## src/design/p4g_defs.svh

```systemverilog
// constants for the port-4 general-purpose port block
// assumes byte-wide registers on a 32-bit avalon-mm word bus
`ifndef P4G_DEFS_SVH
`define P4G_DEFS_SVH

// ****************************************
// register byte addresses
// ****************************************
`define P4G_ADDR_LATCH 8'hC0
`define P4G_ADDR_DIR 8'hC4
`define P4G_ADDR_PULLDIS 8'hC8
`define P4G_ADDR_ODSEL 8'hCC
`define P4G_ADDR_PCTRL 8'hD0
`define P4G_ADDR_PSAVE 8'hD4
`define P4G_ADDR_XCVR 8'hD8
`define P4G_ADDR_MODE 8'hDC
`define P4G_ADDR_STATUS 8'hE0

// ****************************************
// field positions and reset values
// ****************************************
`define P4G_PCTRL_RDSRC 5
`define P4G_PSAVE_HIZ 0
`define P4G_XCVR_RADIO_POWER_OUTPUT 0
`define P4G_XCVR_SYNTHESIZER_SWITCH_OUTPUT 1
`define P4G_XCVR_LOCK 2
`define P4G_MODE_EXTMEM 0
`define P4G_RST_BYTE 8'h00
`define P4G_UNMAPPED 32'h0000_0000

`endif

```

## src/design/p4g_pkg.sv

```systemverilog
// types shared by the port-4 block
// assumes p4g_defs.svh is on the include path
package p4g_pkg;

  typedef enum logic [2:0] {
    P4G_IDLE = 3'b001,
    P4G_ACK = 3'b010,
    P4G_DONE = 3'b100
  } p4g_bus_state_type;

  typedef struct packed {
    logic [7:0] out_val;
    logic [7:0] out_en_n;
    logic [7:0] pullup_en;
  } p4g_pad_type;

  typedef struct packed {
    logic ale;
    logic psen;
    logic rf_pwr;
    logic pll_sw;
    logic lock;
  } p4g_special_type;

endpackage : p4g_pkg

```

## src/design/p4g_pin_sync.sv

```systemverilog
// two-flop synchroniser for the eight pad inputs
// assumes pads are asynchronous to clk
`timescale 1ns/1ps
module p4g_pin_sync (
  input wire logic clk,
  input wire logic reset,
  input wire logic [7:0] pin_async,
  output logic [7:0] pin_sync
);
  logic [7:0] meta_r;

  // first stage read only by the second
  always_ff @(posedge clk or posedge reset) begin
    if (reset) begin
      meta_r <= 8'h00;
      pin_sync <= 8'h00;
    end else begin
      meta_r <= pin_async;
      pin_sync <= meta_r;
    end
  end
endmodule : p4g_pin_sync

```

## src/design/p4g_port.sv

```systemverilog
// port-4 general-purpose port with avalon-mm register slave
// assumes pads resolve out_val/out_en_n/pullup_en externally; clk 10 MHz
//
// Functional notes
// - in external memory mode bits 2 and 3 carry the address latch and program store strobes.
// - with external memory mode off all eight pins are bidirectional general-purpose lines.
// - in that mode pins 0, 1 and 2 may carry radio power, synthesizer switch and lock outputs.
// - a port read returns pin levels when read-source is 0 and the latch when it is 1.
// - each bit has its own direction bit, 1 output and 0 input.
// - reset clears all direction bits so every pin starts as input.
// - an input pin has its pull-up removed when its pull-up disable bit is 1.
// - reset clears all pull-up disable bits so pull-ups are connected.
// - power-save high impedance removes pull-ups of input pins and floats them.
// - an output pin's pull-up follows only its pull-up disable bit.
// - power-save high impedance also floats output pins over the latch.
// - special radio outputs appear only when enabled in the transceiver control bits.
// - each pin's open-drain select bit picks push-pull at 0 and open-drain at 1.
//
// Added by the designer: the Avalon-MM interface to the registers.
`timescale 1ns/1ps
`include "p4g_defs.svh"
module p4g_port
  import p4g_pkg::*;
(
  input wire logic clk,
  input wire logic reset,
  input wire logic [7:0] avs_address,
  input wire logic avs_read,
  input wire logic avs_write,
  input wire logic [31:0] avs_writedata,
  input wire logic [3:0] avs_byteenable,
  output logic [31:0] avs_readdata,
  output logic avs_waitrequest,
  input wire logic [7:0] pad_in,
  input wire p4g_special_type special_in,
  output p4g_pad_type pad_out
);

  // ****************************************
  // state
  // ****************************************
  p4g_bus_state_type state_r;
  p4g_bus_state_type state_nxt;
  logic [7:0] latch_r;
  logic [7:0] dir_r;
  logic [7:0] pulldis_r;
  logic [7:0] odsel_r;
  logic [7:0] pctrl_r;
  logic [7:0] psave_r;
  logic [7:0] xcvr_r;
  logic [7:0] mode_r;
  logic [7:0] pin_s;
  logic [31:0] rd_nxt;
  logic wr_go;
  logic rd_go;
  logic wr_latch;
  logic wr_dir;
  logic wr_pulldis;
  logic wr_odsel;
  logic wr_pctrl;
  logic wr_psave;
  logic wr_xcvr;
  logic wr_mode;
  logic [7:0] en_n_nxt;
  logic [7:0] pu_nxt;
  logic power_save_high_impedance;
  logic extmem;
  logic [7:0] spec_en;
  logic [7:0] spec_val;
  logic [7:0] drv_val;
  p4g_pad_type pad_nxt;

  p4g_pin_sync u_sync (
    .clk(clk),
    .reset(reset),
    .pin_async(pad_in),
    .pin_sync(pin_s)
  );

  // ****************************************
  // avalon slave: one wait cycle, answer on second edge
  // ****************************************
  always_comb begin
    state_nxt = state_r;
    case (state_r)
      P4G_IDLE: begin
        if (avs_read || avs_write) begin
          state_nxt = P4G_ACK;
        end
      end
      P4G_ACK: begin
        state_nxt = P4G_DONE;
      end
      P4G_DONE: begin
        state_nxt = P4G_IDLE;
      end
      default: begin
        state_nxt = P4G_IDLE;
      end
    endcase
  end

  always_ff @(posedge clk or posedge reset) begin
    if (reset) begin
      state_r <= P4G_IDLE;
    end else begin
      state_r <= state_nxt;
    end
  end

  // waitrequest low only in the ack cycle, so each access is taken once
  always_ff @(posedge clk or posedge reset) begin
    if (reset) begin
      avs_waitrequest <= 1'b1;
    end else begin
      avs_waitrequest <= !(state_nxt == P4G_ACK);
    end
  end

  assign wr_go = (state_r == P4G_ACK) && avs_write && avs_byteenable[0];
  // read data is loaded on the edge that opens the ack cycle
  assign rd_go = (state_nxt == P4G_ACK) && avs_read;

  // ****************************************
  // write strobes, one per register
  // ****************************************
  assign wr_latch = wr_go && (avs_address == `P4G_ADDR_LATCH);
  assign wr_dir = wr_go && (avs_address == `P4G_ADDR_DIR);
  assign wr_pulldis = wr_go && (avs_address == `P4G_ADDR_PULLDIS);
  assign wr_odsel = wr_go && (avs_address == `P4G_ADDR_ODSEL);
  assign wr_pctrl = wr_go && (avs_address == `P4G_ADDR_PCTRL);
  assign wr_psave = wr_go && (avs_address == `P4G_ADDR_PSAVE);
  assign wr_xcvr = wr_go && (avs_address == `P4G_ADDR_XCVR);
  assign wr_mode = wr_go && (avs_address == `P4G_ADDR_MODE);

  // ****************************************
  // register writes
  // ****************************************
  // latch write
  always_ff @(posedge clk or posedge reset) begin
    if (reset) begin
      latch_r <= `P4G_RST_BYTE;
    end else if (wr_latch) begin
      latch_r <= avs_writedata[7:0];
    end
  end

  always_ff @(posedge clk or posedge reset) begin
    if (reset) begin
      dir_r <= `P4G_RST_BYTE;
    end else if (wr_dir) begin
      dir_r <= avs_writedata[7:0];
    end
  end

  always_ff @(posedge clk or posedge reset) begin
    if (reset) begin
      pulldis_r <= `P4G_RST_BYTE;
    end else if (wr_pulldis) begin
      pulldis_r <= avs_writedata[7:0];
    end
  end

  always_ff @(posedge clk or posedge reset) begin
    if (reset) begin
      odsel_r <= `P4G_RST_BYTE;
    end else if (wr_odsel) begin
      odsel_r <= avs_writedata[7:0];
    end
  end

  always_ff @(posedge clk or posedge reset) begin
    if (reset) begin
      pctrl_r <= `P4G_RST_BYTE;
    end else if (wr_pctrl) begin
      pctrl_r <= avs_writedata[7:0];
    end
  end

  always_ff @(posedge clk or posedge reset) begin
    if (reset) begin
      psave_r <= `P4G_RST_BYTE;
    end else if (wr_psave) begin
      psave_r <= avs_writedata[7:0];
    end
  end

  always_ff @(posedge clk or posedge reset) begin
    if (reset) begin
      xcvr_r <= `P4G_RST_BYTE;
    end else if (wr_xcvr) begin
      xcvr_r <= avs_writedata[7:0];
    end
  end

  always_ff @(posedge clk or posedge reset) begin
    if (reset) begin
      mode_r <= `P4G_RST_BYTE;
    end else if (wr_mode) begin
      mode_r <= avs_writedata[7:0];
    end
  end

  // ****************************************
  // read mux
  // ****************************************
  always_comb begin
    rd_nxt = `P4G_UNMAPPED;
    if (avs_address == `P4G_ADDR_LATCH) begin
      rd_nxt[7:0] = pctrl_r[`P4G_PCTRL_RDSRC] ? latch_r : pin_s;
    end else if (avs_address == `P4G_ADDR_DIR) begin
      rd_nxt[7:0] = dir_r;
    end else if (avs_address == `P4G_ADDR_PULLDIS) begin
      rd_nxt[7:0] = pulldis_r;
    end else if (avs_address == `P4G_ADDR_ODSEL) begin
      rd_nxt[7:0] = odsel_r;
    end else if (avs_address == `P4G_ADDR_PCTRL) begin
      rd_nxt[7:0] = pctrl_r;
    end else if (avs_address == `P4G_ADDR_PSAVE) begin
      rd_nxt[7:0] = psave_r;
    end else if (avs_address == `P4G_ADDR_XCVR) begin
      rd_nxt[7:0] = xcvr_r;
    end else if (avs_address == `P4G_ADDR_MODE) begin
      rd_nxt[7:0] = mode_r;
    end else if (avs_address == `P4G_ADDR_STATUS) begin
      rd_nxt[7:0] = pad_out.out_en_n;
    end
  end

  always_ff @(posedge clk or posedge reset) begin
    if (reset) begin
      avs_readdata <= 32'h0000_0000;
    end else if (rd_go) begin
      avs_readdata <= rd_nxt;
    end
  end

  // ****************************************
  // special functions
  // ****************************************
  assign power_save_high_impedance = psave_r[`P4G_PSAVE_HIZ];
  assign extmem = mode_r[`P4G_MODE_EXTMEM];

  always_comb begin
    spec_en = 8'h00;
    spec_val = 8'h00;
    if (extmem) begin
      // strobes on bits 2 and 3
      spec_en[2] = 1'b1;
      spec_val[2] = special_in.ale;
      spec_en[3] = 1'b1;
      spec_val[3] = special_in.psen;
    end else begin
      spec_en[0] = xcvr_r[`P4G_XCVR_RADIO_POWER_OUTPUT];
      spec_val[0] = special_in.rf_pwr;
      spec_en[1] = xcvr_r[`P4G_XCVR_SYNTHESIZER_SWITCH_OUTPUT];
      spec_val[1] = special_in.pll_sw;
      spec_en[2] = xcvr_r[`P4G_XCVR_LOCK];
      spec_val[2] = special_in.lock;
    end
  end

  // ****************************************
  // per-pin driver
  // ****************************************
  // eight independent bidirectional lines
  genvar gi;
  generate
    for (gi = 0; gi < 8; gi = gi + 1) begin : g_pin
      logic want_drive;
      assign want_drive = dir_r[gi] || spec_en[gi];
      assign drv_val[gi] = spec_en[gi] ? spec_val[gi] : latch_r[gi];
      always_comb begin
        en_n_nxt[gi] = 1'b1;
        pu_nxt[gi] = !pulldis_r[gi];
        if (power_save_high_impedance) begin
          en_n_nxt[gi] = 1'b1;
        end else if (want_drive) begin
          en_n_nxt[gi] = odsel_r[gi] ? drv_val[gi] : 1'b0;
        end
        if (power_save_high_impedance && !want_drive) begin
          pu_nxt[gi] = 1'b0;
        end
      end
    end
  endgenerate

  // ****************************************
  // pad bundle
  // ****************************************
  // one driver for the whole bundle keeps the per-bit logic in plain vectors
  assign pad_nxt = {drv_val, en_n_nxt, pu_nxt};

  // registered pads: one clock of latency traded for clean outputs
  always_ff @(posedge clk or posedge reset) begin
    if (reset) begin
      pad_out.out_val <= 8'h00;
      pad_out.out_en_n <= 8'hFF;
      pad_out.pullup_en <= 8'hFF;
    end else begin
      pad_out <= pad_nxt;
    end
  end

endmodule : p4g_port

```

## config.mk

```make
export PLATFORM = sky130hd
export DESIGN_NAME = p4g_port
export DESIGN_NICKNAME = d
export VERILOG_FILES = /design/src/design/p4g_pkg.sv /design/src/design/p4g_pin_sync.sv /design/src/design/p4g_port.sv
export VERILOG_INCLUDE_DIRS = /design/src /design/src/design
export SDC_FILE = /design/constraint.sdc
export NUM_CORES = 1
export LEC_CHECK = 0
export BUFFER_PORTS_ARGS = -buffer_cell sky130_fd_sc_hd__buf_2
export CAP_MARGIN = 20
export CORE_ASPECT_RATIO = 1.2
export CORE_MARGIN = 1
export CORE_UTILIZATION = 45
export DETAILED_ROUTE_END_ITERATION = 16
export PLACE_DENSITY = 0.68
export SLEW_MARGIN = 25
export SYNTH_ARGS = -nofsm -noshare
export SYNTH_HDL_FRONTEND = slang
export SYNTH_HIERARCHICAL = 1
export SYNTH_SLANG_ARGS = --single-unit
export TNS_END_PERCENT = 1
```

## constraint.sdc

```tcl
create_clock -name clk -period 7.28 [get_ports clk]
set_input_delay 0 -clock clk [delete_from_list [all_inputs] [get_ports clk]]
set_output_delay 0 -clock clk [all_outputs]
set_load 0.01 [all_outputs]
```

==> summary.md, run 1 <==
| Metric | Value |
|---|---|
| Clock Tree Buf Depth | `2` |
| Final ANT Viol Nets | `0` |
| Syn Area/Cell | `12.6 um^2` |
| Layout cell share with drive strength beyond 1 | `31.0%` |
| Pwr dens | `about 270 mW/mm^2` |
| Routed wire per std cell | `19.1 um` |
| Total CTS buffers | `17` |
| Critical setup path kind | `primary input to flip-flop` |
| Die W | `101 um` |
| Status | `completed` |
| Unique masters post-synth | `48` |
| Crit path DAT | `2430 ps` |
| Final net count | `between 500 and 600` |
| Synth Register Bits | `116` |
| Top reg by flops | `pad_out` |
| CTS tree | `built` |
| Post-Synthesis Cells | `420` |
| Min Hold Slack | `28.2 ps` |
| Peak VDD IR | `171 uV` |
| Clock Latency Late Sink | `410 ps` |
| Slew @ Worst Pin | `915 ps` |
| Number of synthesis warnings | `6` |
| CTS Hold Bufs | `23` |
| Fin Setup TNS | `0 ps` |
| Gpl congestion | `0.818` |
| Seq/Total Area, Yosys | `roughly 55%` |
| Startpoint Class | `primary input` |
| FFs w/ async S/R, synth | `100%` |
| HPWL Detailed | `8280 um` |
| Full die area | `0.0122 mm^2` |
| Post_cts resized | `0` |
| # fillers | `972` |
| First DRT Iteration DRCs | `353` |
| LEAKAGE | `a little over 3 nW` |
| Post-synth EDFFs | `0` |
| Worst EP required | `7570 ps` |
| Initial antenna violation count | `0` |
| Period utilization | `29.4%` |
| Global-route wire length before repair | `just over 20000 um` |
| RSZ-0062 raised after global routing | `no` |
| Number of endpoints failing setup at the final stage | `0` |
| CP Capture Type | `flip-flop` |
| Max reg flops | `24` |
| Total power | `between 1.5 and 2 mW` |
| Vias in the first global route | `about 3700` |
| H-tree depth reported by CTS | `4` |
| Die H | `121 um` |
| Area leader, netlist | `dfrtp_1` |
| IO Pins | `118` |
| HP Class | `primary input to flip-flop` |
| Routed WL | `13000 um` |
| Post-CTS Setup Repair Bufs | `0` |
| Max Freq | `467 MHz` |
| Post-synth top cells | `dfrtp_1 (98), mux2_1 (39), buf_4 (25), mux2_2 (23), nand2_1 (20)` |
| Final Hold Viols | `0` |
| Routed vias/inst | `5.49` |
| Synth top area share | `46.4%` |
| Initial Util | `~46%` |
| Core Util, Final | `56.4%` |
| GRT Total Usage | `23.2%` |
| Post-Syn Area | `~0.0053 mm^2` |
| Main area contributors after synthesis | `dfrtp_1 (46%), dfstp_2 (9.0%), mux2_1 (8.3%), mux2_2 (4.9%), buf_4 (3.6%)` |
| Clk sinks | `116` |
| Most frequent cell after synthesis | `dfrtp_1` |
| Ys flop type | `dfrtp_1` |
| Area of the core | `0.0115 mm^2` |
| Max-cap violations | `0` |
| DR DRC count | `0` |
| Clk slew on worst S/H paths | `50 ps` |
| CTS root buffer | `clkbuf_16` |
| Grt total ovfl | `0` |
| Setup Skew | `4.76 ps` |
| Pin count of the biggest net entering global routing | `61` |
| Worst Path Max Fanout | `21` |
| Period minus WS final | `between 2000 and 2500 ps` |
| Via count | `3730` |
| # rows | `43` |
| Drt pass-1 iters | `5` |
| Antenna cells | `0` |
| Slew headroom | `38.9%` |
| Area grow syn2layout | `23.0%` |
| PortBufs | `66` |
| Slew Viols, Final | `0` |
==> routing by layer <==
layer	GRT usage, %	part of all wire [%]	vias up
li1	-	-	1659
met1	30.8	42	1863
met2	35.6	47	179
met3	5.95	7.2	29
met4	10.9	3.2	0
met5	0	0	-
==> report_power, final <==
part | internal (mW) | switching [mW]
clock | 0.588 | 0.289
combinational | 0.0595 | 0.0968
sequential | 0.681 | 0.0189
==> final cells by class <==
type | instances | area, um^2 | share of cell area [%]
multi-input combinational | 271 | 2120 | 32.6
inverter | 12 | 47.5 | 0.732
timing repair buffer | 91 | 576 | 8.86
tap | 157 | 196 | 3.02
clock inverter | 13 | 181 | 2.79
clock buffer | 19 | 453 | 6.97
sequential | 116 | 2930 | 45.0
==> metrics by stage <==
step / std cells / setup slack (ps) / cell area, um^2
2_1_floorplan: 443 / 4690 / 5370
3_3_place_gp: 624 / 4810 / 5630
3_5_place_dp: 624 / 4760 / 5630
4_1_cts: 679 / 5130 / 6490
5_1_grt: 679 / 5040 / 6490
6_report: 679 / 5140 / 6490
==> cell usage in the layout (no fill, tap or decap), drive strengths merged, types with 4 or more instances in the layout <==
cell         count
dfrtp           98
mux2            70
buf             68
conb            24
dlygate4sd3     23
nand2           20
clkbuf          19
a21oi           18
dfstp           18
nor2            14
inv             12
mux2i           11
o22ai           11
a31oi           11
nand3           11
o211ai          10
a211o            8
nor2b            7
nor3             6
a22oi            5
nand3b           5
a22o             5
a2bb2oi          5
clkinvlp         5
or3              4
bufinv           4
clkinv           4
==> final timing paths <==
kind	from	end	slack, ps	depth (start not counted)
worst min-delay path	special_in[0]	pad_out[18]	30	3
min in group asynchronous	reset	mode_r[2]	190	3
max in group asynchronous	reset	pctrl_r[7]	5950	4
worst max-delay path	avs_address[4]	pulldis_r[6]	5140	5
worst min register to register	u_sync/meta_r[0]	u_sync/pin_sync[0]	350	0
worst max register to register	state_r[2]	latch_r[0]	5160	4
==> cell families (layout without fill, tap and decap cells) <==
kind of cell | count (synthesis) | after routing | synth area share [%]
compound gates | 78 | 78 | 10.1
xor+xnor | 1 | 1 | 0.166
buf+inv | 56 | 135 | 6.21
flops | 116 | 116 | 55.4
mux | 81 | 81 | 17.6
other cells | 1 | 24 | 0.0710
simple gates | 87 | 87 | 10.5
==> worst max-delay path, cell delays in order <==
cell       delay (ps)
buf_2             220
nand4bb_1         640
nor3_2            630
nand3_2           440
mux2_1            480
(Power assumes the default switching activity.)
==> run 2, diff against run 1 <==
Settings changed: ABC_AREA set to 1.
Clock period 7.28 ns to 2.05 ns, I/O delays scaled along.
==> run 2 against run 1 <==
Global-route usage fell by 0.20 points. First-iteration DRC count fell by 12%. Largest cell class unchanged. Worst hold slack got worse by 8.0 ps. Routed wire length fell by 1.7%. Synthesized area fell by 1.9%.
==> summary.md, run 2 <==
| Metric | Value |
|---|---|
| Post-Syn Area | `0.00518 mm^2 (-1.9%)` |
| First DRT Iteration DRCs | `310 (-12%)` |
| Crit path DAT | `2010 ps (-420 ps)` |
| Min Hold Slack | `20.3 ps (-8.00 ps)` |
| Footprint of the multi-input gates | `0.00185 mm^2 (-13%)` |
| Most frequent cell after synthesis | `nand2_1` |
| Die W | `100 um (-0.93%)` |
| Slew Viols, Final | `0 (unchanged)` |
| Initial Util | `46.5% (+0.64 points)` |
| RSZ-0062 raised after global routing | `no` |
| Slew headroom | `51.8% (+13 points)` |
| Final ANT Viol Nets | `0 (unchanged)` |
| Unique masters post-synth | `32 (-33%)` |
| Startpoint Class | `flip-flop` |
| IO Pins | `118 (unchanged)` |
| Sequential Power Share | `39.3% (-1.1 points)` |
| Top reg by flops | `pad_out` |
| Psw | `1.30 mW (+220%)` |
| Critical setup path kind | `flip-flop to flip-flop` |
| Clk sinks | `116 (unchanged)` |
| Main area contributors after synthesis | `dfrtp_1 (47%), nand2_1 (12%), dfstp_2 (9.1%), o21ai_1 (4.6%), nand3_1 (4.3%)` |
| Post-synth EDFFs | `0 (unchanged)` |
| CTS root buffer | `clkbuf_16` |
| Clock Tree Buf Depth | `2 (unchanged)` |
| Worst Path Max Fanout | `16 (-24%)` |
| Reg area | `0.00293 mm^2 (unchanged)` |
| Global-route wire length before repair | `20300 um (about the same)` |
| Critical R2R Launch | `state_r[0]` |
| DR DRC count | `0 (unchanged)` |
| Post-Synthesis Cells | `577 (+37%)` |
| Routed WL | `12700 um (-1.7%)` |
| PortBufs | `66 (unchanged)` |
| H-tree depth reported by CTS | `4 (unchanged)` |
| Syn Area/Cell | `8.98 um^2 (-29%)` |
| Grt total ovfl | `0 (unchanged)` |
| Routed vias/inst | `4.95 (-9.9%)` |
| Status | `completed` |
| GRT Total Usage | `23.0% (-0.20 points)` |
| Pwr dens | `961 mW/mm^2 (+260%)` |
| Antenna cells | `0 (unchanged)` |
| HPWL Detailed | `8610 um (+3.9%)` |
| Fin Setup TNS | `0 ps (unchanged)` |
| Drt pass-1 iters | `5 (unchanged)` |
| Final Hold Viols | `0 (unchanged)` |
| R2R Setup Slk | `300 ps (-4860 ps)` |
| Cell Area, Placed | `0.00558 mm^2 (-0.82%)` |
| Post-synth top cells | `nand2_1 (163), dfrtp_1 (98), inv_1 (48), o21ai_1 (48), nand3_1 (45)` |
| Total CTS buffers | `17 (unchanged)` |
| Vias in the first global route | `4009 (+9.5%)` |
| Synth top area share | `47.3% (+0.90 points)` |
| Initial antenna violation count | `0 (unchanged)` |
| Gpl congestion | `0.854 (+4.4%)` |
| Area grow syn2layout | `23.7%` |
| Max reg flops | `24 (unchanged)` |
| Final net count | `727 (+28%)` |
| HP Class | `primary input to flip-flop` |
| Layout cell share with drive strength beyond 1 | `23.4% (-7.6 points)` |
| Number of synthesis warnings | `6 (unchanged)` |
| Max Freq | `approximately 570 MHz` |
| # rows | `42 (-2.3%)` |
| Clk slew on worst S/H paths | `50 ps (about the same)` |
| Full die area | `0.0120 mm^2 (-1.9%)` |
| Int Pwr | `4.86 mW (+270%)` |
| Post-CTS Setup Repair Bufs | `0 (unchanged)` |
| FFs w/ async S/R, synth | `100% (unchanged)` |
| Setup Skew | `11.0 ps (+6.20 ps)` |
| Via count | `4123 (+11%)` |
| Synth Register Bits | `116 (unchanged)` |
| Period minus WS final | `1750 ps` |
| Pin count of the biggest net entering global routing | `43 (-30%)` |
| Period utilization | `85.3%` |
| Ys flop type | `dfrtp_1` |
| CTS tree | `built` |
| Commonest non-fill, non-tap cells in the layout | `nand2_1 (163), dfrtp_1 (98), buf_2 (66), o21ai_1 (48), inv_1 (47)` |
| Gate power share | `6.6% (-2.4 points)` |
| Clock power share | `54.1% (+3.5 points)` |
| Clock Latency Late Sink | `410 ps (about the same)` |
| Area leader, netlist | `dfrtp_1` |
| Reg2Reg Capture Point | `psave_r[7]` |
| Area of the core | `0.0111 mm^2 (-3.2%)` |
| Finished Cell Area | `0.00641 mm^2 (-1.3%)` |
| # fillers | `1021 (+5.0%)` |
| Die H | `120 um (-0.93%)` |
| Number of endpoints failing setup at the final stage | `0 (unchanged)` |
| Critical path origin | `state_r[0]` |
| Most common cell after layout, fill and taps aside | `nand2_1` |
| Peak VDD IR | `716 uV (+320%)` |
| LEAKAGE | `3.12 nW (+2.4%)` |
| Switching part of the total power | `21.1% (-2.3 points)` |
| Max-cap violations | `0 (unchanged)` |
| Worst reg2reg path depth | `7 (+3)` |
| CP Capture Type | `flip-flop` |
| Seq/Total Area, Yosys | `56.4% (+1.1 points)` |
| CP endpoint | `psave_r[7]` |
| Slew @ Worst Pin | `722 ps (-193 ps)` |
| Routed wire per std cell | `15.3 um (-20%)` |
| Worst EP required | `2320 ps (-5250 ps)` |
-- run 2: cell types whose count changed after synthesis, sizes merged, moves of 8 or more --
cell,previous run,this run
nand2,20,168
mux2,70,0
o21ai,2,71
inv,12,55
nand3,11,48
nor2,14,37
a31oi,11,0
o22ai,11,0
mux2i,11,2
a211o,8,0
-- run 2: final cells by class --
class,instances,share of cell area (%)
clock buffer,23,7.30
inverter,55,3.28
sequential,116,45.6
clock inverter,9,3.10
tap,154,3.01
timing repair buffer,89,8.86
multi-input combinational,387,28.8
-- run 2: power by group through the flow --
| stage | Clock, mW | Combinational [mW] | Sequential, mW |
|---|---|---|---|
| 2_1_floorplan | 0 | 0.264 | 2.46 |
| 3_3_place_gp | 0 | 0.363 | 2.46 |
| 3_5_place_dp | 0 | 0.373 | 2.46 |
| 4_1_cts | 3.37 | 0.411 | 2.42 |
| 5_1_grt | 3.49 | 0.461 | 2.43 |
| 6_report | 3.33 | 0.406 | 2.42 |
-- run 2: metrics by stage --
step | util, % | total power [mW] | instances | worst slack, ps
floorplan | - | 2.73 | 600 | 583
global placement | 50.1 | 2.82 | 785 | 403
detailed placement | 50.1 | 2.83 | 785 | 339
CTS | 57.5 | 6.21 | 833 | 319
global route | 57.5 | 6.38 | 833 | 143
finish | 57.5 | 6.16 | 833 | 302
-- run 2: worst min path at each step --
stage                     start          endpoint  slack, ps  cells after the start
2_1_floorplan             reset  u_sync/meta_r[0]        -90                      1
3_3_place_gp              reset  u_sync/meta_r[4]        100                      2
3_5_place_dp              reset  u_sync/meta_r[5]        100                      2
4_1_cts        avs_writedata[6]      pulldis_r[6]         20                      3
5_1_grt        avs_writedata[6]        latch_r[6]         50                      3
6_report       avs_writedata[6]      pulldis_r[6]         20                      3
-- run 2: kinds of logic after synthesis --
kind of cell,count (synthesis),synth area share [%]
other,1,0.0724
and+or+nand+nor,263,22.6
DFF,116,56.4
buffers and inverters,97,9.56
muxes,2,0.386
AOI/OAI and AO/OA,98,11.0
-- run 2: worst max-delay path: stages, from the launching register on --
cell and delay [ps]:
dfstp_2 360, inv_2 40, nand2_1 50, nor2_2 110, and3_1 390, nand2_1 420
nand2_1 170, o21ai_1 70
-- run 2: metal layers --
layer  share of wire [%]  global-route usage [%]
met5                   0                       0
met4                 2.4                    9.74
met3                 5.7                    5.47
met2                  51                    38.5
met1                  41                    28.4
-- run 2: what timing repair did --
| action | CTS | global route |
|---|---|---|
| gates resized for setup | 0 | 0 |
| hold endpoints to repair | 57 | 0 |
| hold buffers | 16 | 0 |
